`config.mk`:
```
export PLATFORM = sky130hd
export DESIGN_NAME = adc_setup_filter_config_regs
export DESIGN_NICKNAME = d
export VERILOG_FILES = /design/src/adc_cfg_regs_pkg.sv /design/src/adc_setup_filter_config_regs.sv
export VERILOG_INCLUDE_DIRS = /design/src
export SDC_FILE = /design/constraint.sdc
export NUM_CORES = 1
export LEC_CHECK = 0
export BUFFER_PORTS_ARGS = -buffer_cell sky130_fd_sc_hd__buf_2
export CAP_MARGIN = 20
export CORE_MARGIN = 2
export CORE_UTILIZATION = 38
export DETAILED_ROUTE_END_ITERATION = 16
export GPL_TIMING_DRIVEN = 0
export PLACE_DENSITY_LB_ADDON = 0.12
export SLEW_MARGIN = 20
export SYNTH_ARGS = -nofsm -noshare
export SYNTH_HDL_FRONTEND = slang
export SYNTH_SLANG_ARGS = --single-unit
export TNS_END_PERCENT = 100
```
`constraint.sdc`:
```
create_clock -name clk -period 2.1 [get_ports clk]
set_input_delay 0.525 -clock clk [delete_from_list [all_inputs] [get_ports clk]]
set_output_delay 0.525 -clock clk [all_outputs]
set_load 0.01 [all_outputs]
```
`src/adc_cfg_regs_cfg.svh`:
```
/*
  Offsets, reset values, masks, field positions and codes of the setup
  and filter configuration register slice.
  Assumes inclusion by bare name from the design files.
*/
`ifndef ADC_CFG_REGS_CFG_SVH
`define ADC_CFG_REGS_CFG_SVH

// Register addresses
`define ADR_SETUP1      8'h21
`define ADR_SETUP2      8'h22
`define ADR_SETUP3      8'h23
`define ADR_FILT0       8'h28

// Reset values and writable masks
`define SETUP_RST       16'h1320
`define SETUP_WMASK     16'h1fb0
`define FILT_RST        16'h0507
`define FILT_WMASK      16'h8f7f
`define FILT_MAP_WMASK  16'hffff

// Setup field positions
`define SU_POL          12
`define SU_REFBUF_P     11
`define SU_REFBUF_N     10
`define SU_INBUF_P      9
`define SU_INBUF_N      8
`define SU_OPEN_WIRE    7
`define SU_REF_HI       5
`define SU_REF_LO       4

// Filter field positions
`define FI_MAP          15
`define FI_DEC_HI       14
`define FI_POST_EN      11
`define FI_PSEL_HI      10
`define FI_PSEL_LO      8
`define FI_RANK_HI      6
`define FI_RANK_LO      5
`define FI_RATE_HI      4

// Codes
`define REF_EXTERNAL    2'h0
`define REF_INTERNAL    2'h2
`define REF_SUPPLY      2'h3
`define RANK_SINC5_1    2'h0
`define RANK_SINC3      2'h3
`define PSEL_27         3'h2
`define PSEL_25         3'h3
`define PSEL_20         3'h5
`define PSEL_16_67      3'h6

// Direct decimation scale: left shift giving modulator clocks per output per unit (32)
`define MAP_DIV_SHIFT   5

`endif

```
`src/adc_cfg_regs_pkg.sv`:
```
/*
  Types of the setup and filter configuration register slice.
  Assumes nothing of its surroundings.
*/
package adc_cfg_regs_pkg;

  // Decoded per-setup configuration
  typedef struct packed {
    logic       code_polarity_select;
    logic       pos_reference_buffer_enable;
    logic       neg_reference_buffer_enable;
    logic       pos_input_buffer_enable;
    logic       neg_input_buffer_enable;
    logic       open_wire_current_enable;
    logic [1:0] reference_source_select;
  } setup_cfg_t;

  // Decoded filter configuration
  typedef struct packed {
    logic        direct_decimation_map;
    logic [14:0] decimation_value;
    logic        mains_postfilter_enable;
    logic [2:0]  mains_postfilter_select;
    logic [1:0]  filter_rank_select;
    logic [4:0]  output_rate_code;
  } filter_cfg_t;

endpackage : adc_cfg_regs_pkg

```
`src/adc_setup_filter_config_regs.sv`:
```
/*
  Setup configuration registers 1 to 3 and filter configuration
  register 0, with decoded outputs and a conversion restart pulse.
  Assumes a serial interface front end that presents one 16-bit word
  access per strobe, synchronous to clk.
*/
`timescale 1ns/1ps
`default_nettype none
`include "adc_cfg_regs_cfg.svh"

// Functional notes
// - A filter register write pulses restart, aborting conversion to first channel.
// - The filter register is 16 bits holding rate and filter options.
// - Bit 15 set turns bits 14:0 into a sinc3 decimation value.
// - Mapped rate is modulator clock over 32 times bits 14:0.
// - Postfilter only acts with filter order 00; software picks that first.
// - Postfilter select bits 10:8, codes 010,011,101,110; reset 0x5.
// - Filter order bits 6:5: 00 sinc5 plus sinc1 default, 11 sinc3.
// - Output rate bits 4:0 set rate for the setup; reset 0x07.
// - Filter register 0 at 0x28, reset 0x0507.
// - Setup registers 1 to 3 at 0x21 to 0x23, reset 0x1320, read-write.
// - Setup registers 1 to 3 share setup 0 bit layout.
// - Reference select 00 external, 10 internal, 11 supply; internal needs mode enable.
// - Each input buffer bit switches its buffer on at 1, off at 0.
module adc_setup_filter_config_regs (
  // Clock and reset
  input  wire logic                           clk,
  input  wire logic                           rst,
  // Register access
  input  wire logic [7:0]                     reg_addr,
  input  wire logic                           reg_wr_en,
  input  wire logic                           reg_rd_en,
  input  wire logic [15:0]                    reg_wdata,
  output var  logic [15:0]                    reg_rdata_q,
  output var  logic                           reg_rd_valid_q,
  output var  logic                           reg_addr_err_q,
  // Mode register state
  input  wire logic                           int_ref_on,
  // Decoded configuration
  output var  adc_cfg_regs_pkg::setup_cfg_t [2:0] setup_cfg_q,
  output var  adc_cfg_regs_pkg::filter_cfg_t  filter_cfg_q,
  output var  logic [19:0]                    decim_divisor_q,
  // Status and events
  output var  logic                           restart_q,
  output var  logic                           reserved_code_q,
  output var  logic                           ref_missing_q
);

  logic [15:0]                      setup_reg_q [3];
  logic [15:0]                      setup_reg_d [3];
  logic [15:0]                      filt_reg_q;
  logic [15:0]                      filt_reg_d;
  logic [15:0]                      reg_rdata_d;
  logic                             reg_rd_valid_d;
  logic                             reg_addr_err_d;
  adc_cfg_regs_pkg::setup_cfg_t [2:0] setup_cfg_d;
  adc_cfg_regs_pkg::filter_cfg_t    filter_cfg_d;
  logic [19:0]                      decim_divisor_d;
  logic                             restart_d;
  logic                             reserved_code_d;
  logic                             ref_missing_d;
  logic                             filt_hit;

  // Setup word to fields, shared by all three setups
  function automatic adc_cfg_regs_pkg::setup_cfg_t setup_decode(
    input logic [15:0] w
  );
    adc_cfg_regs_pkg::setup_cfg_t s;
    s.code_polarity_select        = w[`SU_POL];
    s.pos_reference_buffer_enable = w[`SU_REFBUF_P];
    s.neg_reference_buffer_enable = w[`SU_REFBUF_N];
    s.pos_input_buffer_enable     = w[`SU_INBUF_P];
    s.neg_input_buffer_enable     = w[`SU_INBUF_N];
    s.open_wire_current_enable    = w[`SU_OPEN_WIRE];
    s.reference_source_select     = w[`SU_REF_HI:`SU_REF_LO];
    return s;
  endfunction : setup_decode

  // Modulator clocks per output in direct decimation mode
  function automatic logic [19:0] map_divisor(input logic [14:0] n);
    return {n, {`MAP_DIV_SHIFT{1'b0}}};
  endfunction : map_divisor

  assign filt_hit = reg_wr_en && (reg_addr == `ADR_FILT0);

  // Register writes
  always_comb begin
    for (int i = 0; i < 3; i++) begin
      setup_reg_d[i] = setup_reg_q[i];
      if (reg_wr_en && (reg_addr == `ADR_SETUP1 + 8'(i))) begin
        setup_reg_d[i] = reg_wdata & `SETUP_WMASK;
      end
    end
    filt_reg_d = filt_reg_q;
    if (filt_hit) begin
      // Mapped mode keeps all of bits 14:0 as the decimation value
      if (reg_wdata[`FI_MAP]) begin
        filt_reg_d = reg_wdata & `FILT_MAP_WMASK;
      end else begin
        filt_reg_d = reg_wdata & `FILT_WMASK;
      end
    end
  end

  // Decode of next register contents
  always_comb begin
    for (int i = 0; i < 3; i++) begin
      setup_cfg_d[i] = setup_decode(setup_reg_d[i]);
    end
    filter_cfg_d.direct_decimation_map = filt_reg_d[`FI_MAP];
    filter_cfg_d.decimation_value      = filt_reg_d[`FI_DEC_HI:0];
    filter_cfg_d.mains_postfilter_select =
      filt_reg_d[`FI_PSEL_HI:`FI_PSEL_LO];
    filter_cfg_d.filter_rank_select =
      filt_reg_d[`FI_RANK_HI:`FI_RANK_LO];
    filter_cfg_d.output_rate_code = filt_reg_d[`FI_RATE_HI:0];
    // Postfilter gated by sinc5 plus sinc1 and no direct mapping
    filter_cfg_d.mains_postfilter_enable = filt_reg_d[`FI_POST_EN] &&
      !filt_reg_d[`FI_MAP] &&
      (filt_reg_d[`FI_RANK_HI:`FI_RANK_LO] == `RANK_SINC5_1);
    if (filt_reg_d[`FI_MAP]) begin
      decim_divisor_d = map_divisor(filt_reg_d[`FI_DEC_HI:0]);
    end else begin
      decim_divisor_d = 20'h00000;
    end
    reserved_code_d = 1'b0;
    if (!filt_reg_d[`FI_MAP]) begin
      case (filt_reg_d[`FI_RANK_HI:`FI_RANK_LO])
        `RANK_SINC5_1, `RANK_SINC3: ;
        default: reserved_code_d = 1'b1;
      endcase
      if (filt_reg_d[`FI_POST_EN]) begin
        case (filt_reg_d[`FI_PSEL_HI:`FI_PSEL_LO])
          `PSEL_27, `PSEL_25, `PSEL_20, `PSEL_16_67: ;
          default: reserved_code_d = 1'b1;
        endcase
      end
    end
    ref_missing_d = 1'b0;
    for (int i = 0; i < 3; i++) begin
      if (setup_cfg_d[i].reference_source_select == `REF_INTERNAL &&
          !int_ref_on) begin
        ref_missing_d = 1'b1;
      end
    end
    restart_d = filt_hit;
  end

  // Read path
  always_comb begin
    reg_rdata_d    = 16'h0000;
    reg_rd_valid_d = reg_rd_en;
    reg_addr_err_d = 1'b0;
    if (reg_rd_en) begin
      case (reg_addr)
        `ADR_SETUP1: reg_rdata_d = setup_reg_q[0];
        `ADR_SETUP2: reg_rdata_d = setup_reg_q[1];
        `ADR_SETUP3: reg_rdata_d = setup_reg_q[2];
        `ADR_FILT0:  reg_rdata_d = filt_reg_q;
        default:     reg_addr_err_d = 1'b1;
      endcase
    end
  end

  always_ff @(posedge clk) begin
    if (rst) begin
      for (int i = 0; i < 3; i++) begin
        setup_reg_q[i] <= `SETUP_RST;
        setup_cfg_q[i] <= setup_decode(`SETUP_RST);
      end
      filt_reg_q      <= `FILT_RST;
      filter_cfg_q    <= '0;
      filter_cfg_q.mains_postfilter_select <= 3'h5;
      filter_cfg_q.output_rate_code <= 5'h07;
      filter_cfg_q.decimation_value <= 15'(`FILT_RST);
      decim_divisor_q <= 20'h00000;
      reg_rdata_q     <= 16'h0000;
      reg_rd_valid_q  <= 1'b0;
      reg_addr_err_q  <= 1'b0;
      restart_q       <= 1'b0;
      reserved_code_q <= 1'b0;
      ref_missing_q   <= 1'b0;
    end else begin
      for (int i = 0; i < 3; i++) begin
        setup_reg_q[i] <= setup_reg_d[i];
        setup_cfg_q[i] <= setup_cfg_d[i];
      end
      filt_reg_q      <= filt_reg_d;
      filter_cfg_q    <= filter_cfg_d;
      decim_divisor_q <= decim_divisor_d;
      reg_rdata_q     <= reg_rdata_d;
      reg_rd_valid_q  <= reg_rd_valid_d;
      reg_addr_err_q  <= reg_addr_err_d;
      restart_q       <= restart_d;
      reserved_code_q <= reserved_code_d;
      ref_missing_q   <= ref_missing_d;
    end
  end
endmodule : adc_setup_filter_config_regs

`default_nettype wire

```
Yosys cells after proc, flatten, opt, wreduce, memory -nomap -nowiden

Memories as Yosys holds them, arrays and structs flattened.
Index checks and enable logic that the tools add are counted.

Register bits after elaboration: 108
RAM bits: 48
Bits of input ports: 29
Output and inout port bits: 92
Logic and storage cells: 91
Memories: 1

Memories:

| name        | depth | bits a word | read ports | clocked after memory_dff | write ports | RTL line                           | RTL |
|---|---|---|---|---|---|---|---|
| setup_reg_q | 3     | 16          | 3          | 0                        | 3           | adc_setup_filter_config_regs.sv:49 | `logic [15:0] setup_reg_q [3];` |

Equal/unequal tests: 12
Mux-type cells: 19
Bitwise operators: 5
Reductions and logical operators: 18

Operators with widths:

| kind                                           | count |
|---|---|
| 2-to-1 mux 16 bit                              | 8 |
| case mux 16 bit (4 select lines)               | 1 |
| == test 8 x 6 -> 1 bit (second input constant) | 4 |
| 2-to-1 mux 1 bit                               | 10 |
| logical AND 1 bit                              | 9 |
| == test 2 bit (second input constant)          | 4 |
| OR reduction 2 bit                             | 4 |
| OR reduction 4 bit                             | 2 |
| == test 3 x 2 -> 1 bit (second input constant) | 2 |
| == test 3 bit (second input constant)          | 2 |
| OR 1 bit                                       | 3 |
| zero test 1 bit                                | 2 |
| zero test 2 bit                                | 1 |
| inverter 1 bit                                 | 2 |

Logic depth before layout (Yosys ltp)

Word-level depth: 8
Gate-level depth with buffers: 8

Least setup slack after synthesis

No wires, ideal clock.

Path kind: input to register
Start: input port reg_addr[4]
End: register reserved_code_q
Library setup time: 0.123 ns
Data arrival time: 1.976 ns
Data required time: 1.977 ns
Slack: 0.000 ns
Stages on the path: 8
Buffers on the path: 2
Cell sequence: nor4bb_1 > buf_2 > and3_1 > buf_6 > mux2i_1 > ha_1 > a211oi_1 > nor3b_1

Word-level cells in the longest chain between the ends: 8
Elaborated cells on any way between the ends: 15
Classes of those cells: eq/ne (6); mux (4); reduce/logical (5)

RTL lines:

| item                                             | RTL line                            | RTL |
|---|---|---|
| start: declaration                               | adc_setup_filter_config_regs.sv:30  | `input wire logic [7:0] reg_addr,` |
| == test 8 x 6 -> 1 bit *                         | -                                   |  |
| logical AND 1 bit *                              | adc_setup_filter_config_regs.sv:84  | `` assign filt_hit = reg_wr_en && (reg_addr == `ADR_FILT0); `` |
| 2-to-1 mux 16 bit *                              | adc_setup_filter_config_regs.sv:95  | `if (filt_hit) begin` |
| == test 2 bit or zero test 2 bit (tied branches) | adc_setup_filter_config_regs.sv:128 | `` case (filt_reg_d[`FI_RANK_HI:`FI_RANK_LO]) `` |
| OR reduction 2 bit                               | adc_setup_filter_config_regs.sv:128 |  |
| 2-to-1 mux 1 bit                                 | adc_setup_filter_config_regs.sv:128 |  |
| 2-to-1 mux 1 bit                                 | adc_setup_filter_config_regs.sv:133 | `` case (filt_reg_d[`FI_PSEL_HI:`FI_PSEL_LO]) `` |
| 2-to-1 mux 1 bit                                 | adc_setup_filter_config_regs.sv:132 | `` if (filt_reg_d[`FI_POST_EN]) begin `` |
| end signal: assignment                           | adc_setup_filter_config_regs.sv:195 | `reserved_code_q <= reserved_code_d;` |
| end: declaration                                 | adc_setup_filter_config_regs.sv:45  | `output var logic reserved_code_q,` |

Mark *: on every way between the ends. The rest lies on a longest branch, timed or not.
A chain may end at the register's enable or synchronous reset.

Worst setup path in the final report

Same ends and word-level chain as after synthesis.

==> Flow_metrics.wiki <==
{| class="wikitable"
! Metric !! Value
|-
| Number of different library cells in the post-synthesis netlist || 43
|-
| Endpoints failing hold || 0
|-
| Flops & latches, synth || 77
|-
| Max-Slew Margin vs Limit || 0.599
|-
| TritonCTS sink count || 77
|-
| Fraction of layout instances using a drive strength above 1 || 0.362
|-
| Required time worst endpoint || 2.33 ns
|-
| Setup repair after global routing missed its margin || false
|-
| Max-Cap Viols || 0
|-
| Port Buffers || 114
|-
| Static leakage || 2.01 nW
|-
| Mapped Avg Cell Area || 9.35 sq um
|-
| Wirelength per Cell || 15.5 microns
|-
| Number of global-route vias before repair || 2624
|-
| Effective utilization at floorplan || 0.389
|-
| NumNets Final || 498
|-
| Result of the run || complete, no violations
|-
| Category of the most critical setup path || in -> reg
|-
| Die width || roughly 95 microns
|-
| I/O pin total || 121
|-
| Power Dens Cells || 743 mW/mm^2
|-
| Cts bufs inserted || 9
|-
| DRT Pass-1 Iters || 5
|-
| Bufs on Longest Clock Path || 2
|-
| First-pass GRT wire length || between 10000 and 15000 microns
|-
| Pin count of the biggest net entering global routing || 14
|-
| Type of element launching the critical path || input port
|-
| Utilization of the core after routing || 0.511
|-
| Final Max Tran Viols || 0
|-
| Achievable clock frequency || 507 MHz
|-
| Most common library cell in the layout ignoring fill and taps || buf_2
|-
| GRT Util Overall || 0.198
|-
| Ys async rst share || 0
|-
| Most used DFF post-synth || dfxtp_1
|-
| Number of enable-type register cells in the synthesized netlist || 0
|-
| Kind of end point of the critical path || flip-flop
|-
| Number of design-rule violations left by the first detailed-router iteration || 140
|-
| DP Wirelength || 6450 microns
|-
| Number of diodes || 0
|-
| Count of antenna-violating nets left after detailed routing || 0
|-
| Part of the Yosys area used for sequential elements || 0.488
|-
| Met2 global-route usage || 0.319
|-
| Largest fanout of any net on the critical path || 8
|-
| Number of H-tree levels || 3
|-
| Rows || 33
|-
| Finish-stage setup viols || 0
|-
| Global Route met1 Usage || 0.264
|-
| Number of standard cells after synthesis || 338
|-
| Number of vias after detailed routing || ~2800
|-
| Synthesis Warnings || 0
|-
| Residual overflow from global routing || 0
|-
| Data arrival, critical path || 2.21 ns
|-
| Register clock-pin slew on the reported worst setup and hold paths || 0.08 ns
|-
| Area overhead of the layout relative to synthesis || 31.6%
|-
| Number of hold buffers added after CTS || 0
|-
| Top Usage Layer GRT || met2
|-
| Hold Path Class || in -> reg
|-
| Worst-margin pin slew || between 0.6 and 0.7 ns
|-
| Antenna violations before repair || 0
|-
| Via density per instance || around 4.9
|-
| Summed instance area of the synthesized netlist || 0.00316 sq mm
|-
| Remaining design rule violation count || 0
|-
| Largest voltage drop on the vdd net || 0.358 mV
|-
| Met3 usage || 0.0379
|-
| Full die area || 0.00906 sq mm
|-
| Total core area || 0.00813 sq mm
|-
| Clock tree skew after final layout || 0.00663 ns
|-
| Die Span Y || 95.2 microns
|-
| Wirelength, routed || 8940 microns
|-
| Commonest cells after routing, fill and taps aside || buf_2 (117), dfxtp_1 (77), nand3_1 (30)
|-
| Last weighted congestion value of the routability-driven placer || 0.789
|-
| Clock root buffer || clkbuf_8
|-
| Worst skew pair latency || 0.35 ns
|-
| Fin crit share || 0.940
|-
| Setup TNS after final layout || 0 ns
|-
| Clock tree from TritonCTS || yes
|-
| Period minus WS final || 1.97 ns
|-
| Power after layout || 3.09 mW
|}
==> critical path: stages <==
cell	delay, ns
buf_2	0.11
nor4bb_2	0.29
buf_4	0.17
and3_1	0.16
buf_6	0.15
mux2i_2	0.26
ha_1	0.28
a211oi_1	0.18
nor3b_1	0.07
==> registers in the layout, indices dropped and copies added (netlist names) <==
name,count
filter_cfg_q,16
filt_reg_q,1
reg_rd_valid_q,1
reg_addr_err_q,1
ref_missing_q,1
restart_q,1
reserved_code_q,1
setup_reg_q,20
reg_rdata_q,16
decim_divisor_q,15
setup_cfg_q,4
==> through the flow <==
stage | hold slack (ns) | instances | setup slack, ns | cell area, sq um
floorplan | 0.496 | 342 | 0.000443 | 3180
global route | 0.411 | 578 | 0.00682 | 4160
finish | 0.405 | 578 | 0.126 | 4160
global placement | 0.465 | 561 | -0.290 | 3880
detailed placement | 0.471 | 561 | -0.345 | 3880
CTS | 0.393 | 577 | 0.00739 | 4140
==> worst paths after layout <==
kind               startpoint                   to  slack (ns)  cells past startpoint
max reg2reg  filter_cfg_q[26]  decim_divisor_q[17]        0.51                      4
max               reg_addr[4]      reserved_code_q        0.13                      9
min              reg_wdata[2]     filter_cfg_q[13]        0.40                      3
min reg2reg    filt_reg_q[14]       filt_reg_q[14]        0.48                      2
==> synth_stat cells, types with 2 or more instances <==
| cell type | number | area [sq um] |
|---|---|---|
| dfxtp_1 | 77 | 1540 |
| nand3_1 | 30 | 150 |
| nor2_1 | 29 | 109 |
| nand2_1 | 24 | 90.1 |
| a21oi_1 | 23 | 115 |
| buf_4 | 20 | 150 |
| a22oi_1 | 16 | 120 |
| and2_1 | 16 | 100 |
| mux2i_1 | 16 | 160 |
| a211o_1 | 12 | 105 |
| clkbuf_1 | 11 | 41.3 |
| o21ai_0 | 8 | 40.0 |
| nand3b_1 | 7 | 52.6 |
| inv_1 | 6 | 22.5 |
| buf_2 | 4 | 20.0 |
| nand3_2 | 4 | 40.0 |
| and3_1 | 3 | 18.8 |
| nor2b_1 | 3 | 18.8 |
| a211oi_1 | 2 | 15.0 |
| and3b_1 | 2 | 17.5 |
| buf_6 | 2 | 22.5 |
| xnor2_1 | 2 | 17.5 |
==> cell type report <==
type                            instances  area, sq um
Clock inverter                          7          138
Timing Repair Buffer                  115          578
Clock buffer                            9          124
Fill cell                             785         3980
Sequential cell                        77         1540
Buffer                                 39          255
Inverter                                6         22.5
Tap cell                              105          131
Multi-Input combinational cell        220         1370
==> per-layer routing <==
layer | wire length, microns | vias to the layer above
li1 | - | 1413
met1 | 4100 | 1295
met2 | 4170 | 100
met3 | 558 | 8
met4 | 114 | 0
met5 | 0 | -
==> logic make-up after synthesis <==
kind of cell             count (synthesis)  synth area share
AO/OA/AOI/OAI                           67             0.140
buffers and inverters                   45            0.0871
AND/OR/NAND/NOR                        128             0.221
multiplexers                            16            0.0507
adder cells (fa/ha/maj)                  1           0.00396
flip-flops                              77             0.488
XOR/XNOR                                 3           0.00832
other                                    1           0.00119
==> power breakdown <==
group          internal [mW]  switching [mW]
Combinational         0.0620          0.0990
Clock                  0.906           0.557
Sequential              1.46         0.00198
==> what timing repair did <==
| item | in CTS | in global routing |
|---|---|---|
| resized for setup | 0 | 3 |
| setup endpoints to repair | 0 | 1 |
| setup buffers | 0 | 1 |
No activity file was read; power rests on OpenSTA's default activity.
